$ cat src/common/lane_status_regs.vh
// Register map, field positions, reset values and sizes for the lane status block
`ifndef LANE_STATUS_REGS_VH
`define LANE_STATUS_REGS_VH

// ===========================================
// Sizes
`define LS_ADDR_W 12
`define LS_DATA_W 8
`define LS_LANES 8
`define LS_LINKS 2
`define LS_ALL_LANES 16
`define LS_CNT_W 8

// ===========================================
// Register offsets
`define LS_OFF_LINK_PAGE 12'h300
`define LS_OFF_CNT_CLEAR 12'h301
`define LS_OFF_THRESHOLD 12'h302
`define LS_OFF_IRQ_STATUS 12'h303
`define LS_OFF_IRQ_MASK 12'h304
`define LS_OFF_KCHAR_FLAGS 12'h46F
`define LS_OFF_LOCK_FLAGS 12'h470

// ===========================================
// Fields and reset values
`define LS_PAGE_BIT 0
`define LS_CLEAR_BIT 0
`define LS_IRQ_KCHAR_BIT 0
`define LS_IRQ_LOST_BIT 1
`define LS_IRQ_GAINED_BIT 2
`define LS_IRQ_W 3
`define LS_RST_FLAGS 8'h00
`define LS_RST_THRESHOLD 8'hFF
`define LS_RST_IRQ 3'h0
`define LS_RD_ZERO 8'h00

// ===========================================
// Code group lock counts
`define LS_LOCK_COMMAS 3'h4
`define LS_RELOCK_GOOD 3'h4
`define LS_DROP_ERRORS 3'h3
`define LS_CNT_ONE 8'h01
`define LS_CNT_MAX 8'hFF
`define LS_SMALL_ONE 3'h1
`define LS_SMALL_ZERO 3'h0

`endif

$ cat src/hdl/lane_error_counter.v
// Per-lane unexpected control character counter with threshold flag
`timescale 1ns/1ns
`include "lane_status_regs.vh"

module lane_error_counter (
  input wire clock,
  input wire rst,
  input wire clearCount,
  input wire charValid,
  input wire charIsControl,
  input wire controlExpected,
  input wire [7:0] errorCountThreshold,
  output reg [7:0] errorCount_reg,
  output reg badControlCharFlag_reg
);

  wire badChar;
  reg [7:0] errorCount_next;

  // A control character where data was due
  assign badChar = charValid & charIsControl & ~controlExpected;

  // Saturating count of bad characters
  always @* begin
    errorCount_next = errorCount_reg;
    if (clearCount) begin
      errorCount_next = 8'h00;
    end else if (badChar && errorCount_reg != `LS_CNT_MAX) begin
      errorCount_next = errorCount_reg + `LS_CNT_ONE;
    end
  end

  // Count and flag registers, flag low out of reset
  always @(posedge clock) begin
    if (rst) begin
      errorCount_reg <= 8'h00;
      badControlCharFlag_reg <= 1'b0;
    end else begin
      errorCount_reg <= errorCount_next;
      badControlCharFlag_reg <= (errorCount_next >= errorCountThreshold);
    end
  end

endmodule // lane_error_counter

$ cat src/hdl/lane_lock_fsm.v
// Per-lane code group synchronization state machine
`timescale 1ns/1ns
`include "lane_status_regs.vh"

module lane_lock_fsm (
  input wire clock,
  input wire rst,
  input wire charValid,
  input wire charIsComma,
  input wire charCodeError,
  output wire codeGroupLock
);

  localparam HUNT = 3'b001;
  localparam LOCKED = 3'b010;
  localparam CHECK = 3'b100;

  reg [2:0] state_reg;
  reg [2:0] state_next;
  reg [2:0] tally_reg;
  reg [2:0] tally_next;

  // Lock is held in LOCKED and through the recheck window
  assign codeGroupLock = ~state_reg[0];

  // Hunt for commas, drop lock after repeated code errors
  always @* begin
    state_next = state_reg;
    tally_next = tally_reg;
    case (state_reg)
      HUNT: begin
        if (charValid) begin
          if (!charIsComma || charCodeError) begin
            tally_next = `LS_SMALL_ZERO;
          end else if (tally_reg == `LS_LOCK_COMMAS - `LS_SMALL_ONE) begin
            state_next = LOCKED;
            tally_next = `LS_SMALL_ZERO;
          end else begin
            tally_next = tally_reg + `LS_SMALL_ONE;
          end
        end
      end
      LOCKED: begin
        if (charValid && charCodeError) begin
          state_next = CHECK;
          tally_next = `LS_SMALL_ONE;
        end
      end
      CHECK: begin
        if (charValid && charCodeError) begin
          if (tally_reg == `LS_DROP_ERRORS - `LS_SMALL_ONE) begin
            state_next = HUNT;
            tally_next = `LS_SMALL_ZERO;
          end else begin
            tally_next = tally_reg + `LS_SMALL_ONE;
          end
        end else if (charValid && tally_reg == `LS_SMALL_ONE) begin
          state_next = LOCKED;
          tally_next = `LS_SMALL_ZERO;
        end
      end
      default: begin
        state_next = HUNT;
        tally_next = `LS_SMALL_ZERO;
      end
    endcase
  end

  // State registers, not synchronized out of reset
  always @(posedge clock) begin
    if (rst) begin
      state_reg <= HUNT;
      tally_reg <= `LS_SMALL_ZERO;
    end else begin
      state_reg <= state_next;
      tally_reg <= tally_next;
    end
  end

endmodule // lane_lock_fsm

$ cat src/hdl/lane_status_top.v
// Paged per-lane control character and code group lock status with register port
//
// The address-and-strobe port is this design's own decision.
`timescale 1ns/1ns
`include "lane_status_regs.vh"

module lane_status_top (
  input wire clock,
  input wire rst,
  input wire [11:0] regAddr,
  input wire [7:0] regWrData,
  input wire regWrite,
  input wire regRead,
  output reg [7:0] regRdData,
  output wire irq,
  input wire [15:0] charValid,
  input wire [15:0] charIsControl,
  input wire [15:0] controlExpected,
  input wire [15:0] charIsComma,
  input wire [15:0] charCodeError
);

  // ===========================================
  // Helpers

  // Pick the eight lanes of the paged link
  function [7:0] pageSelect;
    input page;
    input [15:0] allLanes;
    begin
      if (page) begin
        pageSelect = allLanes[15:8];
      end else begin
        pageSelect = allLanes[7:0];
      end
    end
  endfunction

  // Write decode for one offset
  function writeHit;
    input wr;
    input [11:0] addr;
    input [11:0] offset;
    begin
      writeHit = wr & (addr == offset);
    end
  endfunction

  // ===========================================
  // Software registers

  reg linkPage_reg;
  reg [7:0] errorCountThreshold_reg;
  reg clearCount_reg;
  reg [2:0] irqStatus_reg;
  reg [2:0] irqStatus_next;
  reg [2:0] irqMask_reg;
  reg [7:0] regRdData_next;

  // ===========================================
  // Lane state

  wire [15:0] badControlCharFlag;
  wire [15:0] codeGroupLock;
  reg [15:0] badFlagSeen_reg;
  reg [15:0] lockSeen_reg;
  wire [2:0] irqEvent;
  wire [7:0] lane_unexpected_control_char_flags;
  wire [7:0] lane_code_group_lock_flags;

  // Per-lane flags for both links, lane n of link 1 at index n plus 8
  genvar lane;
  generate
    for (lane = 0; lane < `LS_ALL_LANES; lane = lane + 1) begin : g_lane
      lane_error_counter u_counter (
        .clock(clock),
        .rst(rst),
        .clearCount(clearCount_reg),
        .charValid(charValid[lane]),
        .charIsControl(charIsControl[lane]),
        .controlExpected(controlExpected[lane]),
        .errorCountThreshold(errorCountThreshold_reg),
        .errorCount_reg(),
        .badControlCharFlag_reg(badControlCharFlag[lane])
      );
      lane_lock_fsm u_lock (
        .clock(clock),
        .rst(rst),
        .charValid(charValid[lane]),
        .charIsComma(charIsComma[lane]),
        .charCodeError(charCodeError[lane]),
        .codeGroupLock(codeGroupLock[lane])
      );
    end
  endgenerate

  // ===========================================
  // Paged status views

  // Both status views follow the link page control
  assign lane_unexpected_control_char_flags = pageSelect(linkPage_reg, badControlCharFlag);
  assign lane_code_group_lock_flags = pageSelect(linkPage_reg, codeGroupLock);

  // ===========================================
  // Control registers

  // Link page, threshold and mask; the flag registers take no writes
  always @(posedge clock) begin
    if (rst) begin
      linkPage_reg <= 1'b0;
      errorCountThreshold_reg <= `LS_RST_THRESHOLD;
      irqMask_reg <= `LS_RST_IRQ;
    end else begin
      if (writeHit(regWrite, regAddr, `LS_OFF_LINK_PAGE)) begin
        linkPage_reg <= regWrData[`LS_PAGE_BIT];
      end
      if (writeHit(regWrite, regAddr, `LS_OFF_THRESHOLD)) begin
        errorCountThreshold_reg <= regWrData;
      end
      if (writeHit(regWrite, regAddr, `LS_OFF_IRQ_MASK)) begin
        irqMask_reg <= regWrData[`LS_IRQ_W-1:0];
      end
    end
  end

  // Counter clear is a one-cycle pulse on a write of one
  always @(posedge clock) begin
    if (rst) begin
      clearCount_reg <= 1'b0;
    end else begin
      clearCount_reg <= writeHit(regWrite, regAddr, `LS_OFF_CNT_CLEAR) & regWrData[`LS_CLEAR_BIT];
    end
  end

  // ===========================================
  // Interrupts

  // Previous flag values for edge detection on every lane of every link
  always @(posedge clock) begin
    if (rst) begin
      badFlagSeen_reg <= 16'h0000;
      lockSeen_reg <= 16'h0000;
    end else begin
      badFlagSeen_reg <= badControlCharFlag;
      lockSeen_reg <= codeGroupLock;
    end
  end

  // Threshold reached, lock lost, lock gained on any lane
  assign irqEvent[`LS_IRQ_KCHAR_BIT] = |(badControlCharFlag & ~badFlagSeen_reg);
  assign irqEvent[`LS_IRQ_LOST_BIT] = |(~codeGroupLock & lockSeen_reg);
  assign irqEvent[`LS_IRQ_GAINED_BIT] = |(codeGroupLock & ~lockSeen_reg);

  // Sticky status, write one to clear, a new event wins over the clear
  always @* begin
    irqStatus_next = irqStatus_reg;
    if (writeHit(regWrite, regAddr, `LS_OFF_IRQ_STATUS)) begin
      irqStatus_next = irqStatus_reg & ~regWrData[`LS_IRQ_W-1:0];
    end
    irqStatus_next = irqStatus_next | irqEvent;
  end

  // Status register
  always @(posedge clock) begin
    if (rst) begin
      irqStatus_reg <= `LS_RST_IRQ;
    end else begin
      irqStatus_reg <= irqStatus_next;
    end
  end

  // Level interrupt while any unmasked status bit is set
  assign irq = |(irqStatus_reg & irqMask_reg);

  // ===========================================
  // Read port

  // Read decode, unmapped offsets read zero
  always @* begin
    regRdData_next = `LS_RD_ZERO;
    case (regAddr)
      `LS_OFF_LINK_PAGE: begin
        regRdData_next = {7'h00, linkPage_reg};
      end
      `LS_OFF_THRESHOLD: begin
        regRdData_next = errorCountThreshold_reg;
      end
      `LS_OFF_IRQ_STATUS: begin
        regRdData_next = {5'h00, irqStatus_reg};
      end
      `LS_OFF_IRQ_MASK: begin
        regRdData_next = {5'h00, irqMask_reg};
      end
      `LS_OFF_KCHAR_FLAGS: begin
        regRdData_next = lane_unexpected_control_char_flags;
      end
      `LS_OFF_LOCK_FLAGS: begin
        regRdData_next = lane_code_group_lock_flags;
      end
      default: begin
        regRdData_next = `LS_RD_ZERO;
      end
    endcase
  end

  // Read data stands only in the cycle after the strobe
  always @(posedge clock) begin
    if (rst) begin
      regRdData <= `LS_RST_FLAGS;
    end else if (regRead) begin
      regRdData <= regRdData_next;
    end else begin
      regRdData <= `LS_RD_ZERO;
    end
  end

endmodule // lane_status_top

$ cat config.mk
export PLATFORM = sky130hd
export DESIGN_NAME = lane_status_top
export DESIGN_NICKNAME = d
export VERILOG_FILES = /design/src/hdl/lane_error_counter.v /design/src/hdl/lane_lock_fsm.v /design/src/hdl/lane_status_top.v
export VERILOG_INCLUDE_DIRS = /design/src /design/src/common
export SDC_FILE = /design/constraint.sdc
export NUM_CORES = 1
export LEC_CHECK = 0
export BUFFER_PORTS_ARGS = -buffer_cell sky130_fd_sc_hd__buf_2
export CAP_MARGIN = 5
export CORE_MARGIN = 2
export CORE_UTILIZATION = 61
export DETAILED_ROUTE_END_ITERATION = 7
export GPL_TIMING_DRIVEN = 0
export HOLD_SLACK_MARGIN = 0.02
export PLACE_DENSITY = 0.8
export SYNTH_ARGS = -nofsm -noshare
export SYNTH_HDL_FRONTEND = slang
export SYNTH_SLANG_ARGS = --single-unit
export TNS_END_PERCENT = 1
$ cat constraint.sdc
create_clock -name clock -period 3.2 [get_ports clock]
set_input_delay 0.64 -clock clock [delete_from_list [all_inputs] [get_ports clock]]
set_output_delay 0.64 -clock clock [all_outputs]
set_load 0.01 [all_outputs]
==> results_dict.tcl, run 1 <==
set metrics [dict create \
    yosys.area_share.simple 0.256 \
    grt_first_pass_wirelength_um 87700 \
    fillCellCount 2531 \
    synth_edf_count 0 \
    worstMarginPinSlew_ns 1.28 \
    rsz0062_at_grt "true" \
    drive_gt1_frac 0.0895 \
    final_antenna_net_count 0 \
    antenna_found_initial 3 \
    first_pass_iters 7 \
    crit_path_cell_trace "clkbuf_1, clkbuf_1, clkbuf_1, nor2_1, ha_1, a21o_1, a21o_1, a21oi_1, o21ai_0" \
    vdd_drop_max_uv 432 \
    synth_common_cells "nor2_1, dfxtp_1, ha_1, inv_1, nand2_1" \
    leakage_nw 9.67 \
    final_cells 2965 \
    ys_seq_area_frac 0.305 \
    clock.fmax_mhz 320 \
    clkLatencyLatePin_ns 0.52 \
    grt_max_degree 19 \
    status "complete, no violations" \
    synth.most_common_cell "nor2_1" \
    required_ns 3.60 \
    synth_top_area_share 0.305 \
    r2r-end "g_lane[0].u_counter.badControlCharFlag_reg" \
    startpoint_type "register" \
    final-hold-violation-count 0 \
    placed_cells 2904 \
    cts_made_buffers 34 \
    numPortBuffers 108 \
    io_pins 113 \
    worst_r2r_path_depth 9 \
    crit_top_cell "clkbuf_1" \
    via_per_inst 6.19 \
    drc_errors 0 \
    fin_worst_skew_ns 0.0182 \
    clockBufferDepth 3 \
    critPathBufInv 3 \
    cp.arrival_ns 3.52 \
    synth_fp_nets 2722 \
    timing.rr.start "clearCount_reg" \
    period_share 0.975 \
    coreArea_um2 31500 \
    synth_flop_cell "dfxtp_1" \
    via_count 18300 \
    r2r_setup_slack_ns 0.08 \
    met1_usage 0.383 \
    critPathCaptureType "register" \
    avgSynthCellArea_um2 8.12 \
    synth-seq-cells 296 \
    rows 65 \
    synthTopCellsByArea "dfxtp_1, ha_1, nor2_1, xnor2_1, a21oi_1" \
    min_path_type "in2reg" \
    clk_pin_slew_ns 0.06 \
    wl_um 54900 \
    synth_top_family_by_area "simple AND/OR/NAND/NOR gates" \
    htree_num_levels 2 \
    largest_reg_flops 128 \
    cts_root_buffer "clkbuf_16" \
    die-height_um 182 \
    async_flop_share 0 \
    timing.slew.headroom 0.144 \
    crit_type "reg2reg" \
    yosys_warnings 0 \
    gp_congestion 0.934 \
    max_stage_delay_ns 0.63 \
    muxShareOfSynthArea 0.0193 \
    cts_tree "done" \
    synth_area_um2 19400 \
    critPathSlowestCell "clkbuf_1" \
    slew_viol_final 0 \
    synth_largest_area_cell "dfxtp_1" \
    hold_end "irqMask_reg[2]" \
    grt_util_met3 0.0573 \
    synthAdderAreaFrac 0.144 \
    grt_usage 0.324 \
    grtUsageMet2 0.558 \
    postCtsSetupBuffers 0 \
    fin_util 0.687 \
    grt_pass1_vias 17900 \
    dieArea_um2 33300 \
    wl_per_cell_um 18.5 \
    syn_inst 2394 \
    fin_nets 2866 \
    finalSetupViolCount 0 \
    synth_xor_xnor_area_share 0.0514 \
    period_needed_ns 3.12 \
    die_w_um 182 \
    whs_path_depth 3 \
    cp_top_family "buffers and inverters" \
    synth_cell_type_count 85 \
    worstHoldStart "regWrData[2]" \
    areaGrowthSynthToFinish_pct 11.2 \
    holdWs_ns 0.413 \
    powerDensity_nw_per_um2 387 \
    synth-compound-area-share 0.177 \
    top_usage_layer "met2" \
    place_hpwl_um 39800 \
    critPathMaxFanout 10 \
    cap_violations 0 \
    drt-initial-drc-count 1583 \
    cts.sinks 296 \
    start_util 0.617 \
    grt-ovfl-total 0 \
]
-- how the worst max path moves through the flow --
stage	cells past startpoint	to	slack, ns	startpoint
2_1_floorplan	11	g_lane[2].u_counter.badControlCharFlag_reg	0.49	charValid[2]
3_3_place_gp	9	g_lane[0].u_counter.badControlCharFlag_reg	0.06	clearCount_reg
3_5_place_dp	12	g_lane[5].u_counter.badControlCharFlag_reg	0.01	controlExpected[5]
4_1_cts	10	g_lane[10].u_counter.badControlCharFlag_reg	0.08	clearCount_reg
5_1_grt	9	g_lane[0].u_counter.badControlCharFlag_reg	-0.04	clearCount_reg
6_report	9	g_lane[0].u_counter.badControlCharFlag_reg	0.08	clearCount_reg
-- cell families after synthesis --
kind of cell    after synthesis
compound gates              498
xor+xnor                    114
fa+ha+maj                   224
buf+inv                     235
flops                       296
mux                          37
simple gates                990
-- where the power goes --
group	leakage, nW	switching, mW	total (mW)	internal [mW]
Clock	0.556	1.58	3.98	2.40
Combinational	6.73	0.398	0.624	0.226
Sequential	2.39	0.0373	3.76	3.72
-- layer usage --
layer / vias to the layer above / part of all wire / wire (µm)
met1: 8648 / 0.40 / 22100
met3: 200 / 0.076 / 4200
met2: 715 / 0.47 / 25700
met4: 4 / 0.054 / 2960
met5: - / 0.00055 / 30
li1: 8772 / - / -
-- placed cells by master, fill, tap and decap left out, types with 21 or more instances in the layout --
master	n
nand4_1	30
xor2_1	38
o22ai_1	21
mux2i_1	34
a21o_1	58
nand3b_1	26
clkbuf_16	35
nor3_1	64
a31oi_1	34
and3_1	42
o21ai_0	82
nor2b_1	48
xnor2_1	76
buf_2	117
nor3b_1	22
nor2_1	376
nand2b_1	62
nand3_1	100
a22o_1	23
inv_1	148
dfxtp_1	296
nand2_1	129
clkbuf_1	71
a21oi_1	114
ha_1	224
-- worst reg2reg max path, delay by kind of cell (launching register included) --
family / cells / cell delay, ns
AO/OA/AOI/OAI: 4 / 0.60
buffers and inverters: 3 / 1.66
adder cells (fa/ha/maj): 1 / 0.30
AND/OR/NAND/NOR: 1 / 0.15
flip-flops: 1 / 0.31
-- timing repair --
action,CTS,global route
endpoints found under the setup margin,0,6
gates resized for setup,0,4
hold buffers,0,0
-- per-stage QoR --
| stage | instance area (µm²) | setup WS [ns] | setup TNS (ns) | total power [mW] |
|---|---|---|---|---|
| finish | 21600 | 0.0789 | 0 | 8.36 |
| global route | 21600 | -0.0376 | -0.0625 | 8.60 |
| CTS | 21600 | 0.0776 | 0 | 8.37 |
| detailed placement | 20500 | 0.0130 | 0 | 4.45 |
| global placement | 20500 | 0.0607 | 0 | 4.42 |
| floorplan | 19400 | 0.494 | 0 | 4.20 |
-- cell type report --
class	count	area, µm²	area share
diodes	3	7.51	0.000347
well taps	402	503	0.0233
flip-flops and latches	296	5930	0.274
plain buffers	87	373	0.0173
repair buffers	108	541	0.0250
clock inverters	7	95.1	0.00440
clock buffers	51	1040	0.0479
multi-input cells	1863	12600	0.582
inverters	148	556	0.0257
Power figures use the tool's default switching activity.
==> inputs of run 2 (changes only) <==
==> constraint.sdc (replaced) <==
create_clock -name clock -period 3.2 [get_ports clock]
set_input_delay 0.16 -clock clock [delete_from_list [all_inputs] [get_ports clock]]
set_output_delay 0.16 -clock clock [all_outputs]
set_load 0.01 [all_outputs]
==> run 2 against run 1 <==
Sequential power barely moved; global-route usage rose by 0.10 points; the flow now finishes with violations (DRC); largest power group unchanged; critical path depth did not move; sequential share of layout area fell by 0.12 points; wire length rose by 0.65%.
==> results_dict.tcl, run 2 (synthesis results as in run 1) <==
set metrics [dict create \
    status "finished, violations left" \
    violations "DRC" \
    critPathSlowestCell "clkbuf_1" \
    grt_pass1_vias 18000 \
    clock.fmax_mhz 317 \
    dpl-instance-area_um2 20500 \
    io_pins 113 \
    gp_congestion 0.934 \
    max_stage_delay_ns 0.63 \
    finalSetupViolCount 0 \
    postCtsSetupBuffers 0 \
    grt_max_degree 19 \
    drc_errors 4 \
    final_cell_area_um2 21700 \
    grt_usage 0.325 \
    multiInputGateArea_um2 12600 \
    crit_type "reg2reg" \
    fin_tns_setup_ns 0 \
    coreArea_um2 31500 \
    clkLatencyLatePin_ns 0.52 \
    worstMarginPinSlew_ns 1.28 \
    wl_per_cell_um 18.6 \
    dieArea_um2 33300 \
    slew_viol_final 0 \
    fillCellCount 2516 \
    rows 65 \
    cp.arrival_ns 3.56 \
    die-height_um 182 \
    vdd_drop_max_uv 435 \
    wl_um 55300 \
    cp_top_family "buffers and inverters" \
    numPortBuffers 108 \
    via_per_inst 6.19 \
    rsz0062_at_grt "true" \
    areaGrowthSynthToFinish_pct 11.7 \
    cts_made_buffers 34 \
    final_antenna_net_count 0 \
    cts_tree "done" \
    period_needed_ns 3.15 \
    seqCellArea_um2 5930 \
    largest_reg_flops 128 \
    first_pass_iters 8 \
    crit_path_cell_trace "clkbuf_1, clkbuf_1, clkbuf_1, nor2_1, ha_1, a21o_1, a21o_1, a21oi_1, o21ai_0" \
    period_share 0.986 \
    cap_violations 0 \
    die_w_um 182 \
    grt-ovfl-total 0 \
    antenna_found_initial 3 \
    critPathCaptureType "register" \
    min_path_type "in2reg" \
    startpoint_type "register" \
    htree_num_levels 2 \
    drt-initial-drc-count 1580 \
    place_hpwl_um 39800 \
    required_ns 3.60 \
    fin_util 0.690 \
    grt_first_pass_wirelength_um 87900 \
    cts.sinks 296 \
    powerDensity_nw_per_um2 386 \
    critPathMaxFanout 10 \
    leakage_nw 9.71 \
    critPathBufInv 3 \
    drive_gt1_frac 0.0891 \
    clockBufferDepth 3 \
    final-hold-violation-count 0 \
    fin_nets 2876 \
    start_util 0.617 \
    cts_root_buffer "clkbuf_16" \
    via_count 18400 \
    timing.slew.headroom 0.148 \
    layout_common_cells "nor2_1, dfxtp_1, ha_1" \
    final_common_cell "nor2_1" \
    holdWs_ns 0.0333 \
    crit_top_cell "clkbuf_1" \
    fin_worst_skew_ns 0.0177 \
    clk_pin_slew_ns 0.06 \
]
-- run 2: cell type report --
type,count,share of cell area
buffer,87,0.0172
multi-input combinational,1863,0.579
clock buffer,51,0.0477
tap,402,0.0232
timing repair buffer,118,0.0295
clock inverter,7,0.00438
inverter,148,0.0256
sequential,296,0.273
antenna,1,0.000115
-- run 2: per-layer routing --
metal / up-vias / wire length, µm / GRT usage
met5: - / 29 / 0
met4: 4 / 3100 / 0.180
met3: 213 / 4090 / 0.0533
met2: 743 / 25700 / 0.560
met1: 8688 / 22400 / 0.386
li1: 8769 / - / -
-- run 2: path summary, 6_finish.rpt --
kind | startpoint | end | slack (ns) | cells after the start
worst max-delay path | clearCount_reg | g_lane[0].u_counter.badControlCharFlag_reg | 0.05 | 9
worst min-delay path | charCodeError[3] | g_lane[3].u_lock.state_reg[1] | 0.03 | 4
worst max register to register | clearCount_reg | g_lane[0].u_counter.badControlCharFlag_reg | 0.05 | 9
worst min register to register | g_lane[1].u_counter.badControlCharFlag_reg | badFlagSeen_reg[1] | 0.48 | 2
-- run 2: worst min-delay path, cell delays in order --
cell	delay, ns
buf_2	0.11
a21boi_0	0.10
nand2_1	0.06
a31oi_1	0.06
-- run 2: timing repair --
action / 4_1_cts / 5_1_grt
setup endpoints to repair: 0 / 6
gates resized for setup: 0 / 4
hold buffers: 10 / 0
hold endpoints to repair: 15 / 0
-- run 2: through the flow --
step | worst slack, ns | std cells | total power [mW]
global route | -0.0387 | 2973 | 8.62
global placement | 0.0607 | 2904 | 4.42
detailed placement | 0.0679 | 2904 | 4.45
CTS | 0.0776 | 2972 | 8.38
finish | 0.0462 | 2973 | 8.39
floorplan | 0.666 | 2394 | 4.20
-- run 2: where the power goes --
part | switching [mW] | internal, mW | total (mW)
Clock | 1.60 | 2.40 | 3.99
Combinational | 0.402 | 0.234 | 0.636
Sequential | 0.0373 | 3.72 | 3.76
